`config.mk`:
```
export PLATFORM = sky130hd
export DESIGN_NAME = phy_vendor_regs_and_startup
export DESIGN_NICKNAME = d
export VERILOG_FILES = /design/src/include/phy_vendor_pkg.sv /design/src/pin_sync.sv /design/src/phy_vendor_regs_and_startup.sv
export VERILOG_INCLUDE_DIRS = /design/src /design/src/include
export SDC_FILE = /design/constraint.sdc
export NUM_CORES = 1
export LEC_CHECK = 0
export ABC_AREA = 1
export BUFFER_PORTS_ARGS = -buffer_cell sky130_fd_sc_hd__buf_2
export CAP_MARGIN = 20
export CORE_MARGIN = 1
export CORE_UTILIZATION = 50
export DETAILED_ROUTE_END_ITERATION = 10
export PLACE_DENSITY = 0.7
export SYNTH_ARGS = -nofsm -noshare
export SYNTH_HDL_FRONTEND = slang
export SYNTH_SLANG_ARGS = --single-unit
```
`constraint.sdc`:
```
create_clock -name ref_clk_i -period 2.1 [get_ports ref_clk_i]
set_input_delay 0.21 -clock ref_clk_i [delete_from_list [all_inputs] [get_ports ref_clk_i]]
set_output_delay 0.21 -clock ref_clk_i [all_outputs]
set_load 0.05 [all_outputs]
```
`src/include/phy_vendor_regs.svh`:
```
// Offsets, field positions, reset values and timing of the vendor registers
`ifndef PHY_VENDOR_REGS_SVH
`define PHY_VENDOR_REGS_SVH

`define REG_IRQ       5'h10
`define REG_STAT      5'h11
`define REG_CTRL      5'h12

`define EV_ACK        0
`define EV_PAGE       1
`define EV_LINK       2
`define EV_AN         3
`define EV_PDF        4
`define EV_RMT        5
`define EV_JAB        6
`define IRQ_EN_LSB    8

`define ST_LINK       14
`define ST_DUPLEX     13
`define ST_SPEED      12
`define ST_DONE       10
`define ST_PAGE       9
`define ST_NOCOMMON   8
`define ST_POL        5

`define CT_FAR        14
`define CT_MIILB      13
`define CT_LTEST      12
`define CT_POLFIX     11
`define CT_JABEN      10
`define CT_UNALIGN    7
`define CT_CODER      6
`define CT_SCRAM      5
`define CT_DISC       4
`define CT_TEST       3
`define CTRL_MASK     16'h7CF8
`define CTRL_RESET    16'h2400
`define IRQ_EN_RESET  7'h00

`define PREAMBLE_LEN  6'h20
`define CLK_NS        50
`define STARTUP_NS    1000
`define STARTUP_CYC   ((`STARTUP_NS + `CLK_NS - 1) / `CLK_NS)

`endif

```
`src/include/phy_vendor_pkg.sv`:
```
// Types shared by the vendor register block
package phy_vendor_pkg;

  typedef struct packed {
    logic       transceiver_on;
    logic       autoneg_off;
    logic       speed100_off;
    logic       speed10_off;
    logic [4:0] mgmt_phy_addr;
  } startup_ctrl_t;

  typedef struct packed {
    logic std_link_state;
    logic std_autoneg_done;
    logic lp_ack;
    logic page_rx_state;
    logic no_common_mode;
    logic remote_fault;
    logic std_jabber_detect;
    logic pardet_fault;
    logic autoneg_change;
    logic full_duplex_state;
    logic speed_100_state;
    logic rx_polarity_reversed;
    logic analog_loopback;
    logic std_an_enable;
    logic std_speed_sel;
    logic std_full_duplex;
  } core_status_t;

  typedef struct packed {
    logic mii_loopback_en;
    logic far_fault_en;
    logic jabber_detect_en;
    logic link_test_en;
    logic polarity_fix_en;
    logic coder_bypass;
    logic scrambler_bypass;
    logic symbol_unaligned;
    logic line_hiz;
    logic force_txrx;
    logic analog_power;
    logic autoneg_en;
    logic speed100_en;
    logic speed10_en;
  } line_cfg_t;

  typedef enum logic [2:0] {
    MODE_OFF, MODE_AN, MODE_10_HALF, MODE_10_FULL,
    MODE_100_HALF, MODE_100_FULL
  } op_mode_t;

  typedef enum logic [2:0] {
    MS_PRE, MS_ST, MS_OP, MS_ADDR, MS_TA, MS_DATA
  } mdio_state_t;

endpackage

```
`src/pin_sync.sv`:
```
// Two-stage synchroniser for pins from outside the clock domain
`timescale 1ns/1ps
module pin_sync #(
  parameter int unsigned WIDTH = 1
) (
  input  wire logic             clk_i,
  input  wire logic             rst_n_i,
  input  wire logic [WIDTH-1:0] d_i,
  output logic      [WIDTH-1:0] q_o
);
  logic [WIDTH-1:0] meta_reg;

  if (WIDTH < 1) begin : g_chk
    $error("pin_sync: WIDTH must be at least 1");
  end

  always_ff @(posedge clk_i or negedge rst_n_i) begin
    if (!rst_n_i) begin
      meta_reg <= '0;
      q_o      <= '0;
    end else begin
      meta_reg <= d_i;
      q_o      <= meta_reg;
    end
  end
endmodule

```
`src/phy_vendor_regs_and_startup.sv`:
```
// Vendor register bank, MDIO slave and start-up sequencing of the transceiver
`timescale 1ns/1ps
`include "phy_vendor_regs.svh"
module phy_vendor_regs_and_startup #(
  parameter int unsigned STARTUP_CYCLES = `STARTUP_CYC
) (
  input  wire logic                  ref_clk_i,
  input  wire logic                  rst_n_i,
  input  wire logic                  mdc_i,
  input  wire logic                  mdio_i,
  input  phy_vendor_pkg::startup_ctrl_t startup_i,
  input  phy_vendor_pkg::core_status_t  status_i,
  output logic                       mdio_o,
  output logic                       mdio_oe_o,
  output logic                       irq_o,
  output logic                       mgmt_ready_o,
  output phy_vendor_pkg::line_cfg_t  cfg_o,
  output phy_vendor_pkg::op_mode_t   op_mode_o
);
  import phy_vendor_pkg::*;

  if (STARTUP_CYCLES < 1 || STARTUP_CYCLES > 65535) begin : g_chk
    $error("STARTUP_CYCLES must lie in 1..65535");
  end

  // ***********************************************************
  // Pin sampling
  // ***********************************************************
  logic [1:0]  pins_s;
  logic        mdc_prev_reg;
  logic        mdc_rise;
  logic        mdio_bit;

  pin_sync #(
    .WIDTH (2)
  ) u_pin_sync (
    .clk_i   (ref_clk_i),
    .rst_n_i (rst_n_i),
    .d_i     ({mdc_i, mdio_i}),
    .q_o     (pins_s)
  );

  assign mdc_rise = pins_s[1] & ~mdc_prev_reg;
  assign mdio_bit = pins_s[0];

  always_ff @(posedge ref_clk_i or negedge rst_n_i) begin
    if (!rst_n_i) begin
      mdc_prev_reg <= 1'b0;
    end else begin
      mdc_prev_reg <= pins_s[1];
    end
  end

  // ***********************************************************
  // Start-up delay
  // ***********************************************************
  logic        on_prev_reg;
  logic [15:0] start_cnt_reg;
  logic        ready_reg;
  logic        xcvr_on;

  assign xcvr_on = startup_i.transceiver_on;

  always_ff @(posedge ref_clk_i or negedge rst_n_i) begin
    if (!rst_n_i) begin
      on_prev_reg   <= 1'b0;
      start_cnt_reg <= 16'h0000;
      ready_reg     <= 1'b0;
    end else begin
      on_prev_reg <= xcvr_on;
      if (!xcvr_on) begin
        start_cnt_reg <= 16'h0000;
        ready_reg     <= 1'b0;
      end else if (!on_prev_reg) begin
        start_cnt_reg <= 16'(STARTUP_CYCLES - 1);
        ready_reg     <= 1'b0;
      end else if (start_cnt_reg != 16'h0000) begin
        start_cnt_reg <= start_cnt_reg - 16'h0001;
      end else begin
        ready_reg <= 1'b1;
      end
    end
  end

  assign mgmt_ready_o = ready_reg;

  // ***********************************************************
  // Management frame engine
  // ***********************************************************
  mdio_state_t mstate_reg;
  logic [5:0]  bit_cnt_reg;
  logic [15:0] shift_reg;
  logic [15:0] dout_reg;
  logic        op_read_reg;
  logic        hit_reg;
  logic [4:0]  regad_reg;
  logic        rd_acc_reg;
  logic        wr_stb_reg;
  logic [15:0] wr_data_reg;
  logic [15:0] rd_word;
  logic [9:0]  addr_in;

  assign addr_in = {shift_reg[8:0], mdio_bit};

  always_ff @(posedge ref_clk_i or negedge rst_n_i) begin
    if (!rst_n_i) begin
      mstate_reg  <= MS_PRE;
      bit_cnt_reg <= 6'h00;
      shift_reg   <= 16'h0000;
      dout_reg    <= 16'h0000;
      op_read_reg <= 1'b0;
      hit_reg     <= 1'b0;
      regad_reg   <= 5'h00;
      rd_acc_reg  <= 1'b0;
      wr_stb_reg  <= 1'b0;
      wr_data_reg <= 16'h0000;
      mdio_o      <= 1'b0;
      mdio_oe_o   <= 1'b0;
    end else begin
      rd_acc_reg <= 1'b0;
      wr_stb_reg <= 1'b0;
      if (!ready_reg) begin
        mstate_reg  <= MS_PRE;
        bit_cnt_reg <= 6'h00;
        mdio_oe_o   <= 1'b0;
        mdio_o      <= 1'b0;
      end else if (mdc_rise) begin
        case (mstate_reg)
          MS_PRE: begin
            if (mdio_bit) begin
              if (bit_cnt_reg != `PREAMBLE_LEN) begin
                bit_cnt_reg <= bit_cnt_reg + 6'h01;
              end
            end else if (bit_cnt_reg == `PREAMBLE_LEN) begin
              mstate_reg  <= MS_ST;
              bit_cnt_reg <= 6'h00;
            end else begin
              bit_cnt_reg <= 6'h00;
            end
          end
          MS_ST: begin
            mstate_reg  <= mdio_bit ? MS_OP : MS_PRE;
            bit_cnt_reg <= 6'h00;
          end
          MS_OP: begin
            shift_reg   <= {shift_reg[14:0], mdio_bit};
            bit_cnt_reg <= bit_cnt_reg + 6'h01;
            if (bit_cnt_reg == 6'h01) begin
              bit_cnt_reg <= 6'h00;
              if (shift_reg[0] != mdio_bit) begin
                op_read_reg <= shift_reg[0];
                mstate_reg  <= MS_ADDR;
              end else begin
                mstate_reg <= MS_PRE;
              end
            end
          end
          MS_ADDR: begin
            shift_reg   <= {shift_reg[14:0], mdio_bit};
            bit_cnt_reg <= bit_cnt_reg + 6'h01;
            if (bit_cnt_reg == 6'h09) begin
              bit_cnt_reg <= 6'h00;
              mstate_reg  <= MS_TA;
              regad_reg   <= addr_in[4:0];
              hit_reg     <= addr_in[9:5] ==
                             startup_i.mgmt_phy_addr;
              if (op_read_reg &&
                  addr_in[9:5] == startup_i.mgmt_phy_addr) begin
                dout_reg   <= rd_word;
                rd_acc_reg <= addr_in[4:0] == `REG_IRQ;
              end
            end
          end
          MS_TA: begin
            bit_cnt_reg <= bit_cnt_reg + 6'h01;
            if (op_read_reg && hit_reg) begin
              mdio_oe_o <= 1'b1;
              if (bit_cnt_reg == 6'h00) begin
                mdio_o <= 1'b0;
              end else begin
                mdio_o   <= dout_reg[15];
                dout_reg <= {dout_reg[14:0], 1'b0};
              end
            end
            if (bit_cnt_reg == 6'h01) begin
              bit_cnt_reg <= 6'h00;
              mstate_reg  <= MS_DATA;
            end
          end
          MS_DATA: begin
            shift_reg   <= {shift_reg[14:0], mdio_bit};
            bit_cnt_reg <= bit_cnt_reg + 6'h01;
            if (op_read_reg && hit_reg) begin
              mdio_o   <= dout_reg[15];
              dout_reg <= {dout_reg[14:0], 1'b0};
            end
            if (bit_cnt_reg == 6'h0F) begin
              bit_cnt_reg <= 6'h00;
              mstate_reg  <= MS_PRE;
              mdio_oe_o   <= 1'b0;
              mdio_o      <= 1'b0;
              if (!op_read_reg && hit_reg) begin
                wr_stb_reg  <= 1'b1;
                wr_data_reg <= {shift_reg[14:0], mdio_bit};
              end
            end
          end
          default: begin
            mstate_reg <= MS_PRE;
          end
        endcase
      end
    end
  end

  // ***********************************************************
  // Event detection
  // ***********************************************************
  logic [6:0]  lvl_prev_reg;
  logic [6:0]  lvl_now;
  logic [6:0]  ev_set;
  logic        link_down;

  assign link_down = ~status_i.std_link_state;

  assign lvl_now = {status_i.std_jabber_detect,
                    status_i.remote_fault,
                    status_i.pardet_fault,
                    1'b0,
                    link_down,
                    status_i.page_rx_state,
                    status_i.lp_ack};

  always_ff @(posedge ref_clk_i or negedge rst_n_i) begin
    if (!rst_n_i) begin
      lvl_prev_reg <= 7'h00;
    end else begin
      lvl_prev_reg <= lvl_now;
    end
  end

  always_comb begin
    ev_set = lvl_now & ~lvl_prev_reg;
    ev_set[`EV_ACK]  = status_i.lp_ack &
                       ~lvl_prev_reg[`EV_ACK];
    ev_set[`EV_PDF]  = status_i.pardet_fault &
                       ~lvl_prev_reg[`EV_PDF];
    ev_set[`EV_RMT]  = status_i.remote_fault &
                       ~lvl_prev_reg[`EV_RMT];
    ev_set[`EV_JAB]  = status_i.std_jabber_detect &
                       ~lvl_prev_reg[`EV_JAB];
    ev_set[`EV_LINK] = link_down ^ lvl_prev_reg[`EV_LINK];
    ev_set[`EV_AN]   = status_i.autoneg_change;
  end

  // ***********************************************************
  // Register file
  // ***********************************************************
  logic [6:0]  flag_reg;
  logic [6:0]  irq_en_reg;
  logic [15:0] ctrl_reg;
  logic        irq_acc;

  assign irq_acc = rd_acc_reg |
                   (wr_stb_reg && regad_reg == `REG_IRQ);

  always_ff @(posedge ref_clk_i or negedge rst_n_i) begin
    if (!rst_n_i) begin
      flag_reg <= 7'h00;
    end else if (!xcvr_on) begin
      flag_reg <= 7'h00;
    end else begin
      flag_reg <= (flag_reg & ~{7{irq_acc}}) | ev_set;
    end
  end

  always_ff @(posedge ref_clk_i or negedge rst_n_i) begin
    if (!rst_n_i) begin
      irq_en_reg <= `IRQ_EN_RESET;
      ctrl_reg   <= `CTRL_RESET;
    end else if (!xcvr_on) begin
      irq_en_reg <= `IRQ_EN_RESET;
      ctrl_reg   <= `CTRL_RESET;
    end else if (wr_stb_reg) begin
      if (regad_reg == `REG_IRQ) begin
        irq_en_reg <= wr_data_reg[`IRQ_EN_LSB +: 7];
      end else if (regad_reg == `REG_CTRL) begin
        ctrl_reg <= wr_data_reg & `CTRL_MASK;
      end
    end
  end

  always_comb begin
    rd_word = 16'h0000;
    if (addr_in[4:0] == `REG_IRQ) begin
      rd_word = {1'b0, irq_en_reg, 1'b0, flag_reg};
    end else if (addr_in[4:0] == `REG_STAT) begin
      rd_word[`ST_LINK]     = link_down;
      rd_word[`ST_DUPLEX]   = status_i.full_duplex_state;
      rd_word[`ST_SPEED]    = status_i.speed_100_state;
      rd_word[`ST_DONE]     = status_i.std_autoneg_done;
      rd_word[`ST_PAGE]     = status_i.page_rx_state;
      rd_word[`ST_NOCOMMON] = status_i.no_common_mode &
                              status_i.std_autoneg_done;
      rd_word[`ST_POL]      = status_i.rx_polarity_reversed;
    end else if (addr_in[4:0] == `REG_CTRL) begin
      rd_word = ctrl_reg;
    end
  end

  // ***********************************************************
  // Operating configuration
  // ***********************************************************
  logic        an_active;
  logic        is_100_full;
  op_mode_t    mode_next;

  assign an_active = status_i.std_an_enable &
                     ~startup_i.autoneg_off;

  always_comb begin
    if (!xcvr_on) begin
      mode_next = MODE_OFF;
    end else if (an_active) begin
      mode_next = MODE_AN;
    end else if (status_i.std_speed_sel) begin
      mode_next = status_i.std_full_duplex ? MODE_100_FULL
                                           : MODE_100_HALF;
    end else begin
      mode_next = status_i.std_full_duplex ? MODE_10_FULL
                                           : MODE_10_HALF;
    end
  end

  assign is_100_full = mode_next == MODE_100_FULL;

  always_ff @(posedge ref_clk_i or negedge rst_n_i) begin
    if (!rst_n_i) begin
      cfg_o     <= '0;
      op_mode_o <= MODE_OFF;
      irq_o     <= 1'b0;
    end else begin
      op_mode_o <= mode_next;
      irq_o     <= |(flag_reg & irq_en_reg);
      cfg_o.analog_power     <= xcvr_on;
      cfg_o.mii_loopback_en  <= xcvr_on &
                                ~ctrl_reg[`CT_MIILB];
      cfg_o.far_fault_en     <= xcvr_on & ~an_active &
                                ~ctrl_reg[`CT_FAR];
      cfg_o.jabber_detect_en <= ctrl_reg[`CT_JABEN];
      cfg_o.link_test_en     <= ~ctrl_reg[`CT_LTEST];
      cfg_o.polarity_fix_en  <= ~ctrl_reg[`CT_POLFIX];
      cfg_o.coder_bypass     <= is_100_full &
                                ctrl_reg[`CT_CODER];
      cfg_o.scrambler_bypass <= is_100_full &
                                ctrl_reg[`CT_SCRAM];
      cfg_o.symbol_unaligned <= is_100_full &
                                ctrl_reg[`CT_CODER] &
                                ctrl_reg[`CT_UNALIGN];
      cfg_o.line_hiz         <= ~xcvr_on |
                                ctrl_reg[`CT_DISC] |
                                status_i.analog_loopback;
      cfg_o.force_txrx       <= xcvr_on &
                                ctrl_reg[`CT_TEST];
      cfg_o.autoneg_en       <= xcvr_on &
                                ~startup_i.autoneg_off;
      cfg_o.speed100_en      <= xcvr_on &
                                ~startup_i.speed100_off;
      cfg_o.speed10_en       <= xcvr_on &
                                ~startup_i.speed10_off;
    end
  end
endmodule

```
==> impl_metrics.tcl <==
set metrics [dict create \
    use_met2 0.3780 \
    drive_above_1_share 0.1300 \
    clk_pin_slew_ns 0.06 \
    fillers 1042 \
    maxCapViolations 0 \
    dr.pass1.iters 5 \
    report.final.setup_viol 0 \
    r2r-end "start_cnt_reg[6]" \
    fin_util 0.6202 \
    syn_to_final_growth_pct 20.06 \
    grt_use_total 0.2460 \
    worstPathArrival_ns 2.25 \
    wirelength_um 14480 \
    final_max_slew_viol_count 0 \
    drt_iter0_markers 471 \
    ant_nets 0 \
    yosysWarnings 0 \
    start_util 0.5166 \
    antenna_cells 0 \
    worst_slack_ns 0.1693 \
    ys_ff_latch 132 \
    fin_hold_ws_ns 0.01742 \
    synth_area_per_cell_um2 7.961 \
    cp_max_fo 7 \
    finalPower_w 0.006175 \
    cp-start-kind "register" \
    status "finished clean" \
    rsz0062_at_grt "no" \
    slew_headroom 0.5683 \
    period_share 0.9194 \
    drc 0 \
    wl_per_cell_um 13.86 \
    vias_per_cell 5.095 \
    max_freq_ghz 0.5179 \
    hold_violations 0 \
    cts_buffer_depth 2 \
    ff_latch_area_um2 3306 \
    hold_end "flag_reg[3]" \
    place_congestion 0.8687 \
    cts_tree "yes" \
    grt_pass1_vias 5015 \
    hold_class "input pin to register" \
    worst_pin_slew_ns 0.6475 \
    p_per_area_nw_per_um2 821.9 \
    cts.sink_count 132 \
    num_vias 5324 \
    dieArea_um2 12970 \
    vdd.ir_drop.worst_mv 0.6975 \
    synthCells 786 \
    cts_buffers 17 \
    crit_type "register to register" \
    use_met3 0.05154 \
    r2r_cells 9 \
    required_ns 2.42 \
    cts_resized 0 \
    end_kind "register" \
    synth.distinct_cells 37 \
    grt_busiest_layer "met2" \
    grt_overflow 0 \
    port_buffers 49 \
    yosysSeqAreaShare 0.5283 \
    finalSetupTns_ns 0 \
    synth_top_area_share 0.5199 \
    grt_use_met1 0.3442 \
    grt_start_max_net_pins 69 \
    grt_first_pass_wirelength_um 24610 \
    synth_area_um2 6257 \
    multiInputGateArea_um2 2445 \
    cts_htree_levels 4 \
    yosys-top-cells-area "dfrtp_1 52%, nand2_1 14%, nand3_1 6.5%, inv_1 6.1%, o21ai_0 5.1%" \
    synth_fp_nets 822 \
    core_area_um2 12110 \
    skew_ns 0.008844 \
    num_rows 40 \
    die_h_um 113.9 \
    min_period_ns 1.931 \
    antenna_found_initial 0 \
    synth_area_leader_cell "dfrtp_1" \
    leakage_nw 3.922 \
    rr_startpoint "start_cnt_reg[0]" \
    dp_slack_ns 0.2182 \
    nets 900 \
    holdPathStages 3 \
    clk-insertion-delay-late_ns 0.43 \
    hpwl_um 10210 \
    design.portCount 50 \
    rrSetupSlack_ns 0.17 \
    chipWidth_um 113.9 \
    cts_root_buffer "clkbuf_16" \
    hold_start "status_i[7]" \
]
[cells in the mapped netlist]
master / count
a21o_1: 1
a21oi_1: 24
a221oi_1: 1
buf_1: 1
buf_2: 3
buf_4: 2
buf_6: 1
clkbuf_1: 15
clkbuf_2: 1
clkinv_1: 1
dfrtp_1: 130
dfstp_2: 2
ha_1: 7
inv_1: 101
inv_2: 3
inv_4: 1
nand2_1: 228
nand2_2: 1
nand2_4: 1
nand3_1: 81
nand3_2: 1
nand3b_1: 2
nand4_1: 16
nor2_1: 63
nor2_8: 1
nor3_1: 14
nor3_4: 1
nor3b_1: 2
o21ai_0: 64
o21ai_1: 1
o21bai_1: 1
o22ai_1: 3
o31ai_1: 2
o31ai_4: 1
or2_2: 3
xnor2_1: 1
xor2_1: 5
[where the power goes]
| group | internal (W) | switching [W] | leakage [nW] |
|---|---|---|---|
| sequential | 0.00260 | 0.0000423 | 1.77 |
| combinational | 0.000168 | 0.000342 | 1.86 |
| clock | 0.00181 | 0.00120 | 0.295 |
[cells in the final DEF, fill, tap and decap left out, drive strengths merged, types with 7 or more instances in the layout]
cell,n
ha,7
o21ai,65
nand4,16
nor3,15
nor2,64
nand2,230
clkbuf,18
inv,113
buf,67
dlygate4sd3,15
nand3,82
a21oi,24
dfrtp,130
[cell families after synthesis]
kind of cell / count (synthesis) / synth area share
and+or+nand+nor: 414 / 0.2845
xor gates and xnor gates: 6 / 0.008398
adders and majority gates: 7 / 0.01400
DFF: 132 / 0.5283
buffers and inverters: 129 / 0.08098
AOI/OAI and AO/OA: 98 / 0.08378
[critical path, stage by stage, from the launching register on]
cell and delay [ns]:
dfrtp_1 0.38, inv_1 0.17, ha_1 0.24, nand2_1 0.10
nor2_1 0.24, nand2_1 0.10, nor2_1 0.22, nand2_1 0.15
a21oi_1 0.16, nor2_1 0.05
[per-stage QoR]
stage / area [µm²] / std cells
3_3_place_gp: 6760 / 998
3_5_place_dp: 6760 / 998
5_1_grt: 7512 / 1045
6_report: 7512 / 1045
2_1_floorplan: 6257 / 786
4_1_cts: 7512 / 1045
[worst max-delay path by stage]
stage	to	slack, ns	from
finish	start_cnt_reg[6]	0.17	start_cnt_reg[0]
global placement	dout_reg[11]	0.34	u_pin_sync.q_o[0]
floorplan	dout_reg[10]	0.19	mgmt_ready_o
global route	start_cnt_reg[6]	0.04	start_cnt_reg[0]
CTS	start_cnt_reg[6]	0.22	start_cnt_reg[0]
detailed placement	start_cnt_reg[6]	0.22	start_cnt_reg[0]
[routing by layer]
layer,vias up,routed length (µm)
met5,-,0
met4,0,258
met3,22,561
met2,113,6835
met1,2520,6825
li1,2669,-
[area by class of cell]
type / count / area share
inverter: 106 / 0.05330
tap: 168 / 0.02798
clock inverter: 14 / 0.02165
sequential: 132 / 0.4400
multi-input combinational: 525 / 0.3254
timing repair buffer: 82 / 0.07312
clock buffer: 18 / 0.05846
[timing repair]
action	in CTS	in global routing
hold endpoints to repair	78	0
setup buffers	0	0
endpoints found under the setup margin	0	0
hold buffers	15	0
No activity file was read; power rests on OpenSTA's default activity.
